### config.mk
export PLATFORM = sky130hd
export DESIGN_NAME = stu_trap_unit
export DESIGN_NICKNAME = d
export VERILOG_FILES = /design/src/design/stu_pkg.sv /design/src/design/stu_range_check.sv /design/src/design/stu_trap_unit.sv
export VERILOG_INCLUDE_DIRS = /design/src /design/src/design
export SDC_FILE = /design/constraint.sdc
export NUM_CORES = 1
export LEC_CHECK = 0
export ABC_AREA = 1
export BUFFER_PORTS_ARGS = -buffer_cell sky130_fd_sc_hd__buf_2
export CAP_MARGIN = 40
export CELL_PAD_IN_SITES_DETAIL_PLACEMENT = 1
export CELL_PAD_IN_SITES_GLOBAL_PLACEMENT = 1
export CORE_AREA = 2 2 163 165
export DETAILED_ROUTE_END_ITERATION = 10
export DIE_AREA = 0 0 165 167
export PLACE_DENSITY = 0.81
export SYNTH_ARGS = -nofsm -noshare
export SYNTH_HDL_FRONTEND = slang
export SYNTH_SLANG_ARGS = --single-unit
### constraint.sdc
create_clock -name CLK_I -period 3.9 [get_ports CLK_I]
set_clock_uncertainty 0.1 [all_clocks]
set_input_delay 0.78 -clock CLK_I [delete_from_list [all_inputs] [get_ports CLK_I]]
set_output_delay 0.78 -clock CLK_I [all_outputs]
set_load 0.1 [all_outputs]
### src/design/stu_defs.svh
// Constants for the software trap and invalid-opcode unit.
// Assumes inclusion by bare name from the design files of this unit.
`ifndef STU_DEFS_SVH
`define STU_DEFS_SVH

// ==========================================================================
// Exception vectors
`define STU_VEC_BREAKPOINT 8'h03
`define STU_VEC_OVERFLOW 8'h04
`define STU_VEC_RANGE 8'h05
`define STU_VEC_INVALID 8'h06

// ==========================================================================
// Opcode bytes
`define STU_OP_BREAKPOINT 8'hCC
`define STU_OP_SOFT_INT 8'hCD
`define STU_OP_TRAP_OVF 8'hCE
`define STU_OP_RANGE_CHECK 8'h62
`define STU_OP_RSV_QUIET_A 8'hD6
`define STU_OP_RSV_QUIET_B 8'hF1
`define STU_OP2_FORCED_UNDEF 8'h0B
`define STU_OP2_RESUME_MGMT 8'hAA
`define STU_SOFT_INT_BP_IMM 8'h03
`define STU_BP_LEN 32'h0000_0001

// ==========================================================================
// Register map
`define STU_ADDR_W 12
`define STU_ADDR_CTRL 12'h000
`define STU_ADDR_FEATURE 12'h004
`define STU_ADDR_EXT_FEATURE 12'h008
`define STU_ADDR_STATUS 12'h00C

// ==========================================================================
// Field positions
`define STU_CTRL_X87_ABSENT 0
`define STU_CTRL_SIMD_SAVE_EN 1
`define STU_CTRL_SIMD_FPEXC_EN 2
`define STU_FEAT_PACKED_INT 23
`define STU_FEAT_SIMD1 25
`define STU_FEAT_SIMD2 26
`define STU_EXT_SIMD3 0
`define STU_EXT_SIMD4 9
`define STU_STAT_VEC_LSB 0
`define STU_STAT_VEC_MSB 7
`define STU_STAT_TRAP 8
`define STU_STAT_SEEN 9
`define STU_STAT_CNT_LSB 16
`define STU_STAT_CNT_MSB 31
`define STU_CNT_INC 16'h0001

`endif

### src/design/stu_pkg.sv
// Types shared by the software trap and invalid-opcode unit.
// Assumes nothing of its surroundings.
package stu_pkg;

  // ========================================================================
  // Extension class of the retiring instruction
  typedef enum logic [2:0] {
    STU_EXT_NONE = 3'b000,
    STU_EXT_PACKED = 3'b001,
    STU_EXT_SIMD1 = 3'b010,
    STU_EXT_SIMD2 = 3'b011,
    STU_EXT_SIMD3 = 3'b100,
    STU_EXT_SIMD4 = 3'b101
  } stu_ext_t;

  // ========================================================================
  // Whole state of the unit
  typedef struct packed {
    logic [2:0] ctrl;
    logic [2:0] feat;
    logic [1:0] ext;
    logic [31:0] rdata;
    logic exc_valid;
    logic [7:0] vector;
    logic trap;
    logic [15:0] cs;
    logic [31:0] ip;
    logic squash;
    logic retire_ok;
    logic [7:0] last_vec;
    logic last_trap;
    logic seen;
    logic [15:0] count;
  } stu_state_t;

endpackage

### src/design/stu_range_check.sv
// Signed range comparator for the range-check instruction.
// Assumes bounds and index arrive already fetched, on the same clock.
`timescale 1ns/100ps
module stu_range_check #(
  parameter int W = 32
) (
  // Operands
  input wire logic [W-1:0] index_i,
  input wire logic [W-1:0] lower_i,
  input wire logic [W-1:0] upper_i,
  // Result
  output logic out_of_range_o
);

  // ========================================================================
  // Compare
  // Both bounds are inclusive, so equality with either one is in range.
  always_comb begin
    out_of_range_o = ($signed(index_i) < $signed(lower_i)) ||
                     ($signed(index_i) > $signed(upper_i));
  end

endmodule // stu_range_check

### src/design/stu_trap_unit.sv
// Software trap and invalid-opcode detection at instruction retirement.
// Assumes the decoder classifies each instruction and that all inputs are
// on CLK_I; registers are reached over a zero-wait APB slave.
`timescale 1ns/100ps
`include "stu_defs.svh"
module stu_trap_unit
  import stu_pkg::*;
(
  // Clock and reset
  input wire logic CLK_I,
  input wire logic RESET_I,
  // APB slave
  input wire logic PSEL_I,
  input wire logic PENABLE_I,
  input wire logic PWRITE_I,
  input wire logic [11:0] PADDR_I,
  input wire logic [31:0] PWDATA_I,
  output logic [31:0] PRDATA_O,
  output logic PREADY_O,
  output logic PSLVERR_O,
  // Retiring instruction
  input wire logic INSN_RETIRE_I,
  input wire logic INSN_ESC_I,
  input wire logic [7:0] INSN_OPCODE_I,
  input wire logic [7:0] INSN_IMM_I,
  input wire logic [3:0] INSN_LEN_I,
  input wire logic [31:0] INSN_IP_I,
  input wire logic [15:0] INSN_CS_I,
  // Decoder classification
  input wire logic OPCODE_RESERVED_I,
  input wire logic OPERAND_ILLEGAL_I,
  input wire logic [2:0] SIMD_EXT_I,
  input wire logic SIMD_PACKED64_I,
  input wire logic EXEMPT_X87_ABSENT_I,
  input wire logic EXEMPT_STATE_SAVE_I,
  input wire logic SIMD_FP_EXC_I,
  input wire logic LOCK_PREFIX_I,
  input wire logic LOCKABLE_I,
  input wire logic DEST_MEM_I,
  input wire logic PROT_ONLY_I,
  // Processor state
  input wire logic SIGNED_OVERFLOW_FLAG_I,
  input wire logic REAL_OR_V86_I,
  input wire logic SYS_MGMT_MODE_I,
  // Range operands
  input wire logic [31:0] RANGE_INDEX_I,
  input wire logic [31:0] RANGE_LOWER_I,
  input wire logic [31:0] RANGE_UPPER_I,
  // Exception delivery
  output logic EXC_VALID_O,
  output logic [7:0] EXC_VECTOR_O,
  output logic EXC_TRAP_O,
  output logic EXC_ERRCODE_O,
  output logic [15:0] EXC_CS_O,
  output logic [31:0] EXC_IP_O,
  output logic INSN_SQUASH_O,
  output logic RETIRE_DONE_O
);

  // ========================================================================
  // Decode
  stu_state_t s_reg;
  stu_state_t s_next;
  stu_ext_t ext_cls;
  logic out_of_range;
  logic is_bp_byte;
  logic is_soft_bp;
  logic is_ovf_trap;
  logic is_range;
  logic is_forced;
  logic is_resume;
  logic rsv_quiet;
  logic simd_any;
  logic simd_wide;
  logic feat_missing;
  logic ud_any;
  logic apb_wr;
  logic apb_rd_setup;
  logic addr_hit;

  assign ext_cls = stu_ext_t'(SIMD_EXT_I);
  // The breakpoint is recognised from its opcode byte alone, so it may sit
  // over the first byte of any longer instruction.
  assign is_bp_byte = !INSN_ESC_I &&
                      INSN_OPCODE_I == `STU_OP_BREAKPOINT;
  assign is_soft_bp = !INSN_ESC_I && INSN_OPCODE_I == `STU_OP_SOFT_INT &&
                      INSN_IMM_I == `STU_SOFT_INT_BP_IMM;
  assign is_ovf_trap = !INSN_ESC_I && INSN_OPCODE_I == `STU_OP_TRAP_OVF;
  assign is_range = !INSN_ESC_I && INSN_OPCODE_I == `STU_OP_RANGE_CHECK;
  assign is_forced = INSN_ESC_I &&
                     INSN_OPCODE_I == `STU_OP2_FORCED_UNDEF;
  assign is_resume = INSN_ESC_I && INSN_OPCODE_I == `STU_OP2_RESUME_MGMT;
  assign rsv_quiet = !INSN_ESC_I &&
                     (INSN_OPCODE_I == `STU_OP_RSV_QUIET_A ||
                      INSN_OPCODE_I == `STU_OP_RSV_QUIET_B);
  assign simd_any = ext_cls != STU_EXT_NONE;
  assign simd_wide = simd_any && ext_cls != STU_EXT_PACKED;

  always_comb begin
    feat_missing = 1'b0;
    case (ext_cls)
      STU_EXT_PACKED: feat_missing = !s_reg.feat[0];
      STU_EXT_SIMD1: feat_missing = !s_reg.feat[1];
      STU_EXT_SIMD2: feat_missing = !s_reg.feat[2];
      STU_EXT_SIMD3: feat_missing = !s_reg.ext[0];
      STU_EXT_SIMD4: feat_missing = !s_reg.ext[1];
      default: feat_missing = 1'b0;
    endcase
  end

  // Any cause of the invalid-opcode fault; only sampled at retirement.
  assign ud_any =
    (OPCODE_RESERVED_I && !rsv_quiet) ||
    OPERAND_ILLEGAL_I ||
    feat_missing ||
    (simd_any && s_reg.ctrl[`STU_CTRL_X87_ABSENT] &&
     !EXEMPT_X87_ABSENT_I) ||
    (simd_wide && !s_reg.ctrl[`STU_CTRL_SIMD_SAVE_EN] &&
     !EXEMPT_STATE_SAVE_I && !SIMD_PACKED64_I) ||
    (simd_wide && SIMD_FP_EXC_I &&
     !s_reg.ctrl[`STU_CTRL_SIMD_FPEXC_EN]) ||
    is_forced ||
    (LOCK_PREFIX_I && (!LOCKABLE_I || !DEST_MEM_I)) ||
    (PROT_ONLY_I && REAL_OR_V86_I) ||
    (is_resume && !SYS_MGMT_MODE_I);

  stu_range_check #(
    .W(32)
  ) u_range (
    .index_i(RANGE_INDEX_I),
    .lower_i(RANGE_LOWER_I),
    .upper_i(RANGE_UPPER_I),
    .out_of_range_o(out_of_range)
  );

  // ========================================================================
  // APB decode
  assign apb_wr = PSEL_I && PENABLE_I && PWRITE_I;
  assign apb_rd_setup = PSEL_I && !PENABLE_I && !PWRITE_I;
  assign addr_hit = PADDR_I == `STU_ADDR_CTRL ||
                    PADDR_I == `STU_ADDR_FEATURE ||
                    PADDR_I == `STU_ADDR_EXT_FEATURE ||
                    PADDR_I == `STU_ADDR_STATUS;
  assign PREADY_O = 1'b1;
  assign PSLVERR_O = PSEL_I && PENABLE_I && !addr_hit;

  // ========================================================================
  // Next state
  always_comb begin
    logic [31:0] rd;
    rd = '0;
    s_next = s_reg;
    s_next.exc_valid = 1'b0;
    s_next.squash = 1'b0;
    s_next.retire_ok = 1'b0;

    case (PADDR_I)
      `STU_ADDR_CTRL: rd[2:0] = s_reg.ctrl;
      `STU_ADDR_FEATURE: begin
        rd[`STU_FEAT_PACKED_INT] = s_reg.feat[0];
        rd[`STU_FEAT_SIMD1] = s_reg.feat[1];
        rd[`STU_FEAT_SIMD2] = s_reg.feat[2];
      end
      `STU_ADDR_EXT_FEATURE: begin
        rd[`STU_EXT_SIMD3] = s_reg.ext[0];
        rd[`STU_EXT_SIMD4] = s_reg.ext[1];
      end
      `STU_ADDR_STATUS: begin
        rd[`STU_STAT_VEC_MSB:`STU_STAT_VEC_LSB] = s_reg.last_vec;
        rd[`STU_STAT_TRAP] = s_reg.last_trap;
        rd[`STU_STAT_SEEN] = s_reg.seen;
        rd[`STU_STAT_CNT_MSB:`STU_STAT_CNT_LSB] = s_reg.count;
      end
      default: rd = '0;
    endcase
    if (apb_rd_setup) begin
      s_next.rdata = rd;
    end

    if (apb_wr) begin
      case (PADDR_I)
        `STU_ADDR_CTRL: s_next.ctrl = PWDATA_I[2:0];
        `STU_ADDR_FEATURE: s_next.feat = {PWDATA_I[`STU_FEAT_SIMD2],
                                          PWDATA_I[`STU_FEAT_SIMD1],
                                          PWDATA_I[`STU_FEAT_PACKED_INT]};
        `STU_ADDR_EXT_FEATURE: s_next.ext = {PWDATA_I[`STU_EXT_SIMD4],
                                             PWDATA_I[`STU_EXT_SIMD3]};
        default: ;
      endcase
    end

    // Nothing is raised before retirement, so a speculative or prefetched
    // bad instruction that is later discarded leaves no trace.
    if (INSN_RETIRE_I) begin
      s_next.cs = INSN_CS_I;
      s_next.exc_valid = 1'b1;
      s_next.squash = 1'b1;
      if (ud_any) begin
        s_next.vector = `STU_VEC_INVALID;
        s_next.trap = 1'b0;
        s_next.ip = INSN_IP_I;
      end else if (is_range && out_of_range) begin
        s_next.vector = `STU_VEC_RANGE;
        s_next.trap = 1'b0;
        s_next.ip = INSN_IP_I;
      end else if (is_bp_byte) begin
        s_next.vector = `STU_VEC_BREAKPOINT;
        s_next.trap = 1'b1;
        s_next.ip = INSN_IP_I + `STU_BP_LEN;
      end else if (is_soft_bp) begin
        s_next.vector = `STU_VEC_BREAKPOINT;
        s_next.trap = 1'b1;
        s_next.ip = INSN_IP_I + 32'(INSN_LEN_I);
      end else if (is_ovf_trap && SIGNED_OVERFLOW_FLAG_I) begin
        s_next.vector = `STU_VEC_OVERFLOW;
        s_next.trap = 1'b1;
        s_next.ip = INSN_IP_I + 32'(INSN_LEN_I);
      end else begin
        s_next.exc_valid = 1'b0;
        s_next.squash = 1'b0;
        s_next.retire_ok = 1'b1;
      end
      if (s_next.exc_valid) begin
        s_next.last_vec = s_next.vector;
        s_next.last_trap = s_next.trap;
        s_next.seen = 1'b1;
        s_next.count = s_reg.count + `STU_CNT_INC;
      end
    end
  end

  // ========================================================================
  // State register
  always_ff @(posedge CLK_I) begin
    if (RESET_I) begin
      s_reg <= '0;
    end else begin
      s_reg <= s_next;
    end
  end

  // ========================================================================
  // Outputs
  // Every exception squashes the instruction's own writes: faults must not
  // execute, and the two traps have no architectural effect of their own.
  assign INSN_SQUASH_O = s_reg.squash;
  assign PRDATA_O = s_reg.rdata;
  assign EXC_VALID_O = s_reg.exc_valid;
  assign EXC_VECTOR_O = s_reg.vector;
  assign EXC_TRAP_O = s_reg.trap;
  assign EXC_ERRCODE_O = 1'b0;
  assign EXC_CS_O = s_reg.cs;
  assign EXC_IP_O = s_reg.ip;
  assign RETIRE_DONE_O = s_reg.retire_ok;
endmodule // stu_trap_unit

==> impl_results.rst, run 1 <==
.. list-table::
   :header-rows: 1

   * - Metric
     - Value
   * - Net Switching
     - 1.39 mW
   * - Worst-Margin Slew
     - 711 ps
   * - Power consumption
     - 3.83 mW
   * - Area used by multi-input combinational logic
     - 4650 µm²
   * - Critical-path maximum fanout
     - 4
   * - Min Hold Slack
     - 345 ps
   * - First-pass detailed-route iteration total
     - 4
   * - Worst EP required
     - 4140 ps
   * - Number of buffers between clock root and the deepest sink
     - 2
   * - Hold crit path type
     - flip-flop to flip-flop
   * - Max-Slew Margin vs Limit
     - 52.5%
   * - Count of flip-flops with a built-in enable after synthesis
     - 0
   * - Area of the die
     - 27,600 µm²
   * - Total clock buffers created by CTS
     - 17
   * - DP Wirelength
     - 22.6 mm
   * - Crit path launch type
     - input pin
   * - Fraction of registers with async set or reset after synthesis
     - 0%
   * - Antenna-violating nets left
     - 0
   * - Depth of the worst register-to-register path
     - 8
   * - Area Overhead vs Synth
     - 20.9%
   * - Cell type of the slowest stage on the worst timing path
     - sky130_fd_sc_hd__fa_1
   * - Power share of the sequential group
     - 33.9%
   * - Share of synthesized cell area in and, or, nand and nor gates
     - 29.7%
   * - Root cell of the clock tree
     - sky130_fd_sc_hd__clkbuf_16
   * - Detailed-route vias per instance
     - 4.88
   * - Starting density of the core
     - 33.5%
   * - Maximum single-stage delay on the critical path
     - 420 ps
   * - Yosys synthesis warning count
     - 0
   * - Internal power component
     - 2.45 mW
   * - Share of the clock period used by the worst path
     - 89.9%
   * - Clk Latency, worst-skew pair
     - 410 ps
   * - Synth Area in Compound Gates
     - 13.3%
   * - Sw Ratio
     - 36.1%
   * - Power density over the cells
     - 368 nW/µm²
   * - Yosys reg bits
     - 119
   * - FILL cells
     - 3,464
   * - Final number of max-transition violations
     - 0
   * - FMAX
     - 285 MHz
   * - Maximum level of the CTS H-tree
     - 4
   * - Count of unique library cells instantiated by Yosys
     - 43
   * - Xor and xnor area share after synthesis
     - 0.203%
   * - Fin crit period
     - 3510 ps
   * - Via count of the first global-routing pass
     - 9,361
   * - Sequential fraction of the synthesis area
     - 27.6%
   * - Seq. cell area
     - 2380 µm²
   * - Layout Cell Area excl Fill
     - 10,400 µm²
   * - Leading cell type in the layout, fill and taps excluded
     - sky130_fd_sc_hd__buf_2
   * - Run status
     - finished clean
   * - Boundary Pins
     - 326
   * - Fraction of power consumed by combinational cells
     - 26.1%
   * - Critical Path Most Common Cell
     - sky130_fd_sc_hd__nand2_1
   * - Worst vdd rail ir drop
     - 0.000214 V
   * - Count of nets after finishing
     - 1,820
   * - Clock power share
     - 40.0%
   * - Cell accounting for the most synthesized area
     - sky130_fd_sc_hd__dfxtp_1
   * - Synth top area cells
     - sky130_fd_sc_hd__dfxtp_1, sky130_fd_sc_hd__nand2_1, sky130_fd_sc_hd__ha_1
   * - Synthesized instance count
     - 1,321
   * - Worst-case register-to-register setup slack
     - 1550 ps
   * - Fraction of the mapped netlist area in adder cells
     - 10.2%
   * - Hold Crit Depth
     - 2
   * - Reported leakage power
     - 5.50 nW
   * - 1st-iter DRT viols
     - 390
   * - Combinational family with the most area after synthesis
     - simple AND/OR/NAND/NOR gates
   * - Core Region
     - 25,800 µm²
   * - Fraction of synthesized area in multiplexers
     - 0%
   * - Arrival @ worst endpoint
     - 3750 ps
   * - Crit path capture type
     - flip-flop
   * - Final Hold Viols
     - 0
   * - Overall die width
     - 165 µm
   * - Antenna violations before repair
     - 2
   * - Maximum number of pins on one net before global-route repair
     - 62
   * - Synth Cell Area
     - 8620 µm²
   * - Layout cells sized above 1
     - 23.6%
   * - All-layer global routing usage
     - 21.1%
   * - Flip-flop count of the largest register, all copies and words added
     - 34
   * - Routed length per placed instance
     - 15.3 µm
   * - Clock sink count
     - 119
   * - Clock tree from TritonCTS
     - done
   * - Final setup fails
     - 0
   * - Unrepaired setup endpoints after global routing
     - false
   * - Max-Cap Viols
     - 0
   * - Buffer count from post-CTS setup fixing
     - 0
   * - Main flop type after synthesis
     - sky130_fd_sc_hd__dfxtp_1
   * - Die height
     - 167 µm
   * - Commonest non-fill, non-tap cells in the layout
     - sky130_fd_sc_hd__buf_2, sky130_fd_sc_hd__nand2_1, sky130_fd_sc_hd__inv_1, sky130_fd_sc_hd__nor2_1, sky130_fd_sc_hd__dfxtp_1
   * - CTS resizes
     - 0
   * - Total wire length
     - 28.7 mm
   * - DRC viols
     - 0
   * - Number of buffers added on ports
     - 292
   * - Post-Syn Area per Cell
     - 6.52 µm²
   * - Yosys top cell area share
     - 27.6%
   * - Worst Path Class, Setup
     - input pin to flip-flop
   * - Vias after detailed routing
     - 9,118
   * - Final RePlAce weighted congestion
     - 0.892
   * - Wire length of the first global-routing pass
     - 46.4 mm
   * - Total negative slack for setup checks
     - 0 ps
   * - Cell-by-cell listing of the critical path
     - buf_2, nor2_1, nand2_1, inv_1, nand4_1, inv_2, or2_2, ha_1, inv_1, fa_1, o21ai_2, nand3_1, nor4_2, and2_1, nand2_1, nor3_1, nand3_1, nand2_1, nand2_1, a21oi_1
   * - Placed cell area
     - 9830 µm²
   * - CTS Hold Bufs
     - 0
   * - Clock-pin slew on the worst setup and hold paths
     - 60 ps
   * - Number of standard-cell rows in the floorplan
     - 59
   * - GRT overflow
     - 0
## cells by family (layout without fill, tap and decap cells)
logic type | Yosys count | count (layout)
adder cells (fa/ha/maj) | 70 | 70
XOR/XNOR | 2 | 2
other | 2 | 10
AND/OR/NAND/NOR | 590 | 590
AO/OA/AOI/OAI | 201 | 201
flip-flops | 119 | 119
buffers and inverters | 337 | 542
## power by group through the flow
stage	combinational, mW	sequential (mW)	clock [mW]
after floorplan	0.776	1.33	0
after global placement	0.977	1.32	0
after detailed placement	1.00	1.33	0
after CTS	1.01	1.30	1.59
after global routing	1.09	1.31	1.65
final	1.00	1.30	1.53
## final timing paths
check,endpoint,from
setup / recovery,EXC_IP_O[30],INSN_OPCODE_I[4]
hold / removal,EXC_VECTOR_O[4],EXC_VECTOR_O[4]
setup reg to reg,EXC_IP_O[27],s_reg[124]
hold reg to reg,EXC_VECTOR_O[4],EXC_VECTOR_O[4]
## final cells by class
class / count / area share, %
inverters: 196 / 7.06
repair buffers: 314 / 15.9
well taps: 335 / 4.02
diodes: 2 / 0.0480
clock inverters: 12 / 1.13
flip-flops and latches: 119 / 22.9
clock buffers: 20 / 4.38
multi-input cells: 871 / 44.6
## cell usage after synthesis (all sizes together) (2+ instances only)
cell type	count
inv	196
dfxtp	119
o21a	3
buf	97
and3	2
nand3	89
nand2	267
o21ai	46
conb	2
o221ai	7
a21oi	105
nor2	137
nor4	11
nor3	32
a21boi	25
ha	69
or2	5
clkbuf	44
nand4	45
o211ai	9
## routing by layer
layer | up-vias | wire length [µm] | track usage, %
met3 | 42 | 1280 | 3.69
li1 | 4590 | - | -
met4 | 0 | 694 | 7.26
met5 | - | 0 | 0
met1 | 4279 | 12300 | 25.4
met2 | 207 | 14400 | 37.2
## critical path: cells and delay by family
family	cells	cell delay, ps
AOI/OAI and AO/OA	2	340
adders and majority gates	2	580
buffers and inverters	4	410
and+or+nand+nor	12	1640
## through the flow
step	worst slack (ps)	util, %	std cells
after detailed placement	-69.1	38.2	1835
after global routing	18.6	40.4	1869
after floorplan	336	-	1327
after CTS	357	40.4	1867
after global placement	20.0	38.2	1835
final	395	40.4	1869
Note: power is estimated with default switching activity, not from simulation.
==> run 2: changes to the inputs <==
Settings changed: ABC_AREA 1 to not set, CORE_AREA 2 2 163 165 to 2 2 155 157, DIE_AREA 0 0 165 167 to 0 0 157 159.
==> run 2 against run 1 <==
Net effect: hold slack better by 21 ps; via count decreased by 16%; synthesized cell count decreased by 26%; clock power is 5% higher; sequential cell count stayed put; routed wire length shrank 14%; core utilization increased by 2.3 points; critical endpoint is now EXC_IP_O[18]; largest cell class unchanged; highest routed layer is now met5.
==> impl_results.rst, run 2 <==
.. list-table::
   :header-rows: 1

   * - Metric
     - Value
   * - Leading cell type in the layout, fill and taps excluded
     - sky130_fd_sc_hd__buf_2
   * - Placed insts
     - 1,495 (-19%)
   * - Routed length per placed instance
     - 16.2 µm (+5.3%)
   * - Antenna-violating nets left
     - 0 (unchanged)
   * - Total wire length
     - 24.7 mm (-14%)
   * - Yosys synthesis warning count
     - 0 (unchanged)
   * - Synthesized instance count
     - 983 (-26%)
   * - Worst-case register-to-register setup slack
     - 1110 ps (-440 ps)
   * - Cell type of the slowest stage on the worst timing path
     - sky130_fd_sc_hd__a2111oi_1
   * - DP Wirelength
     - 19.9 mm (-12%)
   * - Power share of the sequential group
     - 34.1% (+0.2 points)
   * - Layout Cell Area excl Fill
     - 9920 µm² (-4.8%)
   * - Commonest non-fill, non-tap cells in the layout
     - sky130_fd_sc_hd__buf_2, sky130_fd_sc_hd__dfxtp_1, sky130_fd_sc_hd__inv_1, sky130_fd_sc_hd__nor2_1, sky130_fd_sc_hd__a21oi_1
   * - DRC viols
     - 0 (unchanged)
   * - Number of buffers between clock root and the deepest sink
     - 2 (unchanged)
   * - Clock tree from TritonCTS
     - done
   * - Max-Slew Margin vs Limit
     - 47.1% (-5.4 points)
   * - Root cell of the clock tree
     - sky130_fd_sc_hd__clkbuf_16
   * - Clk Latency, worst-skew pair
     - 420 ps (about the same)
   * - Total clock buffers created by CTS
     - 17 (unchanged)
   * - CTS Hold Bufs
     - 0 (unchanged)
   * - Synth top area cells
     - sky130_fd_sc_hd__dfxtp_1, sky130_fd_sc_hd__ha_1, sky130_fd_sc_hd__buf_4
   * - FMAX
     - 286 MHz (+0.37%)
   * - Post-Place Worst Slack
     - -156 ps (-87.3 ps)
   * - Core Region
     - 23,200 µm² (-10%)
   * - Arrival @ worst endpoint
     - 3740 ps (about the same)
   * - Synth Cell Area
     - 8030 µm² (-6.8%)
   * - Crit path launch type
     - input pin
   * - Starting density of the core
     - 34.6% (+1.2 points)
   * - Maximum single-stage delay on the critical path
     - 490 ps (+70 ps)
   * - Final setup fails
     - 0 (unchanged)
   * - Share of the clock period used by the worst path
     - 89.5% (-0.33 points)
   * - GRT overflow
     - 0 (unchanged)
   * - Worst vdd rail ir drop
     - 0.000241 V (+12%)
   * - Via count of the first global-routing pass
     - 7,993 (-15%)
   * - Fin crit period
     - 3490 ps (-13.0 ps)
   * - Count of nets after finishing
     - 1,496 (-18%)
   * - Area of the die
     - 25,000 µm² (-9.4%)
   * - Number of standard-cell rows in the floorplan
     - 56 (-5.1%)
   * - Yosys top cell area share
     - 29.7% (+2.0 points)
   * - Placed cell area
     - 9330 µm² (-5.2%)
   * - Overall die width
     - 157 µm (-4.8%)
   * - Internal power component
     - 2.48 mW (+1.2%)
   * - Worst EP required
     - 4140 ps (about the same)
   * - Boundary Pins
     - 326 (unchanged)
   * - Post-Syn Area per Cell
     - 8.17 µm² (+25%)
   * - Main flop type after synthesis
     - sky130_fd_sc_hd__dfxtp_1
   * - Cell accounting for the most synthesized area
     - sky130_fd_sc_hd__dfxtp_1
   * - Antenna violations before repair
     - 4 (+2)
   * - Worst Path Class, Setup
     - input pin to flip-flop
   * - Crit path capture type
     - flip-flop
   * - Power density over the cells
     - 379 nW/µm² (+3.0%)
   * - Unrepaired setup endpoints after global routing
     - false
   * - Critical Path Most Common Cell
     - sky130_fd_sc_hd__inv_1
   * - Final setup slack of the worst path
     - 408 ps (+13.0 ps)
   * - Clock power share
     - 42.5% (+2.5 points)
   * - Worst min-delay path startpoint
     - EXC_VECTOR_O[0]
   * - Yosys reg bits
     - 119 (unchanged)
   * - Final number of max-transition violations
     - 0 (unchanged)
   * - Layout cells sized above 1
     - 31.6% (+8.0 points)
   * - Run status
     - finished clean
   * - Maximum level of the CTS H-tree
     - 4 (unchanged)
   * - Cell-by-cell listing of the critical path
     - buf_2, nor2b_1, nand4_1, nor3_1, or2_2, ha_1, inv_1, fa_1, inv_1, a21o_1, a21oi_1, or2_0, buf_4, a2111oi_1, nand3_1, a31oi_1
   * - Vias after detailed routing
     - 7,629 (-16%)
   * - Count of unique library cells instantiated by Yosys
     - 63 (+47%)
   * - Max-Cap Viols
     - 0 (unchanged)
   * - Top cell types by occurrence after synthesis
     - sky130_fd_sc_hd__dfxtp_1, sky130_fd_sc_hd__inv_1, sky130_fd_sc_hd__buf_4
   * - Number of cells in the finished layout apart from fillers
     - 1,529 (-18%)
   * - Launch point of the worst path
     - INSN_OPCODE_I[6]
   * - Reported leakage power
     - 4.79 nW (-13%)
   * - Die height
     - 159 µm (-4.8%)
   * - Maximum number of pins on one net before global-route repair
     - 52 (-16%)
   * - Worst-Margin Slew
     - 786 ps (+74.9 ps)
   * - Hold Crit Depth
     - 2 (unchanged)
   * - Number of buffers added on ports
     - 292 (unchanged)
   * - Critical-path maximum fanout
     - 5 (+1)
   * - Final RePlAce weighted congestion
     - 0.873 (-2.2%)
   * - 1st-iter DRT viols
     - 251 (-36%)
   * - Fraction of power consumed by combinational cells
     - 23.5% (-2.6 points)
   * - Wire length of the first global-routing pass
     - 40.0 mm (-14%)
   * - Net Switching
     - 1.29 mW (-7.2%)
   * - Clock-pin slew on the worst setup and hold paths
     - 60 ps (about the same)
   * - Sequential fraction of the synthesis area
     - 29.7% (+2.0 points)
   * - Final Hold Viols
     - 0 (unchanged)
   * - Fraction of registers with async set or reset after synthesis
     - 0% (unchanged)
   * - Most used standard cell by instance count after synthesis
     - sky130_fd_sc_hd__dfxtp_1
   * - Start of the worst register-to-register path
     - s_reg[122]
   * - Detailed-route vias per instance
     - 4.99 (+2.3%)
   * - Depth of the worst register-to-register path
     - 10 (+2)
   * - Clock sink count
     - 119 (unchanged)
   * - Hold crit path type
     - flip-flop to flip-flop
   * - Sw Ratio
     - 34.2% (-2.0 points)
   * - First-pass detailed-route iteration total
     - 5 (+1)
   * - Count of flip-flops with a built-in enable after synthesis
     - 0 (unchanged)
   * - All-layer global routing usage
     - 20.0% (-1.1 points)
   * - Flip-flop count of the largest register, all copies and words added
     - 34 (unchanged)
   * - Area Overhead vs Synth
     - 23.5%
[run 2: cell count changes in the layout (fill, tap and decap cells not counted), sizes merged, moves of 23 or more]
cell    previous run  this run
nand4             45        20
nand2            267        43
a21boi            25         0
mux2i              0        33
a21oi            105        73
inv              199       103
nand3             89        14
nor2             137        89
a22oi              0        23
[run 2: area by class of cell]
type                    instances  area, µm²
flip-flops and latches        119       2380
well taps                     319        399
clock inverters                14        161
repair buffers                321       1720
inverters                      96        360
fillers                      2884      13300
clock buffers                  18        429
multi-input cells             640       4470
diodes                          2       5.00
[run 2: metal layers]
metal,part of all wire (%),GRT usage [%]
met1,41,22.7
met2,51,35.9
met3,5.7,5.55
met4,2.1,6.05
met5,0.11,0
[run 2: kinds of logic after synthesis]
family,count (synthesis),share of synthesized area [%]
AOI/OAI and AO/OA,226,19.1
xor gates and xnor gates,23,2.51
adders and majority gates,70,11.0
buffers and inverters,230,15.2
DFF,119,29.7
muxes,40,5.09
other,2,0.0935
and+or+nand+nor,273,17.3
[run 2: metrics by stage]
step	hold WS [ps]	total power [mW]	TNS (ps)	utilization (%)
global placement	342	2.17	-81.2	40.1
floorplan	332	1.98	0	-
CTS	367	3.81	0	42.8
finish	366	3.76	0	42.8
global route	382	3.95	0	42.8
detailed placement	359	2.19	-306	40.2
[run 2: worst max-delay path, delay by kind of cell]
| family | cells | cell delay (ps) |
|---|---|---|
| compound gates | 4 | 900 |
| buf+inv | 4 | 390 |
| fa+ha+maj | 2 | 540 |
| simple gates | 6 | 1120 |
[run 2: timing repair]
action	4_1_cts	5_1_grt
setup endpoints to repair	0	1
setup buffers	0	0
resized for setup	0	1
hold endpoints to repair	0	0
[run 2: path summary, 6_finish.rpt]
path / to
max: EXC_IP_O[18]
min: EXC_VECTOR_O[0]
max reg2reg: s_reg[9]
min reg2reg: EXC_VECTOR_O[0]
[run 2: power by group through the flow]
stage	registers, mW	clock network [mW]	logic (mW)
floorplan	1.31	0	0.668
global placement	1.31	0	0.862
detailed placement	1.31	0	0.886
CTS	1.28	1.64	0.891
global route	1.29	1.70	0.957
finish	1.28	1.60	0.882
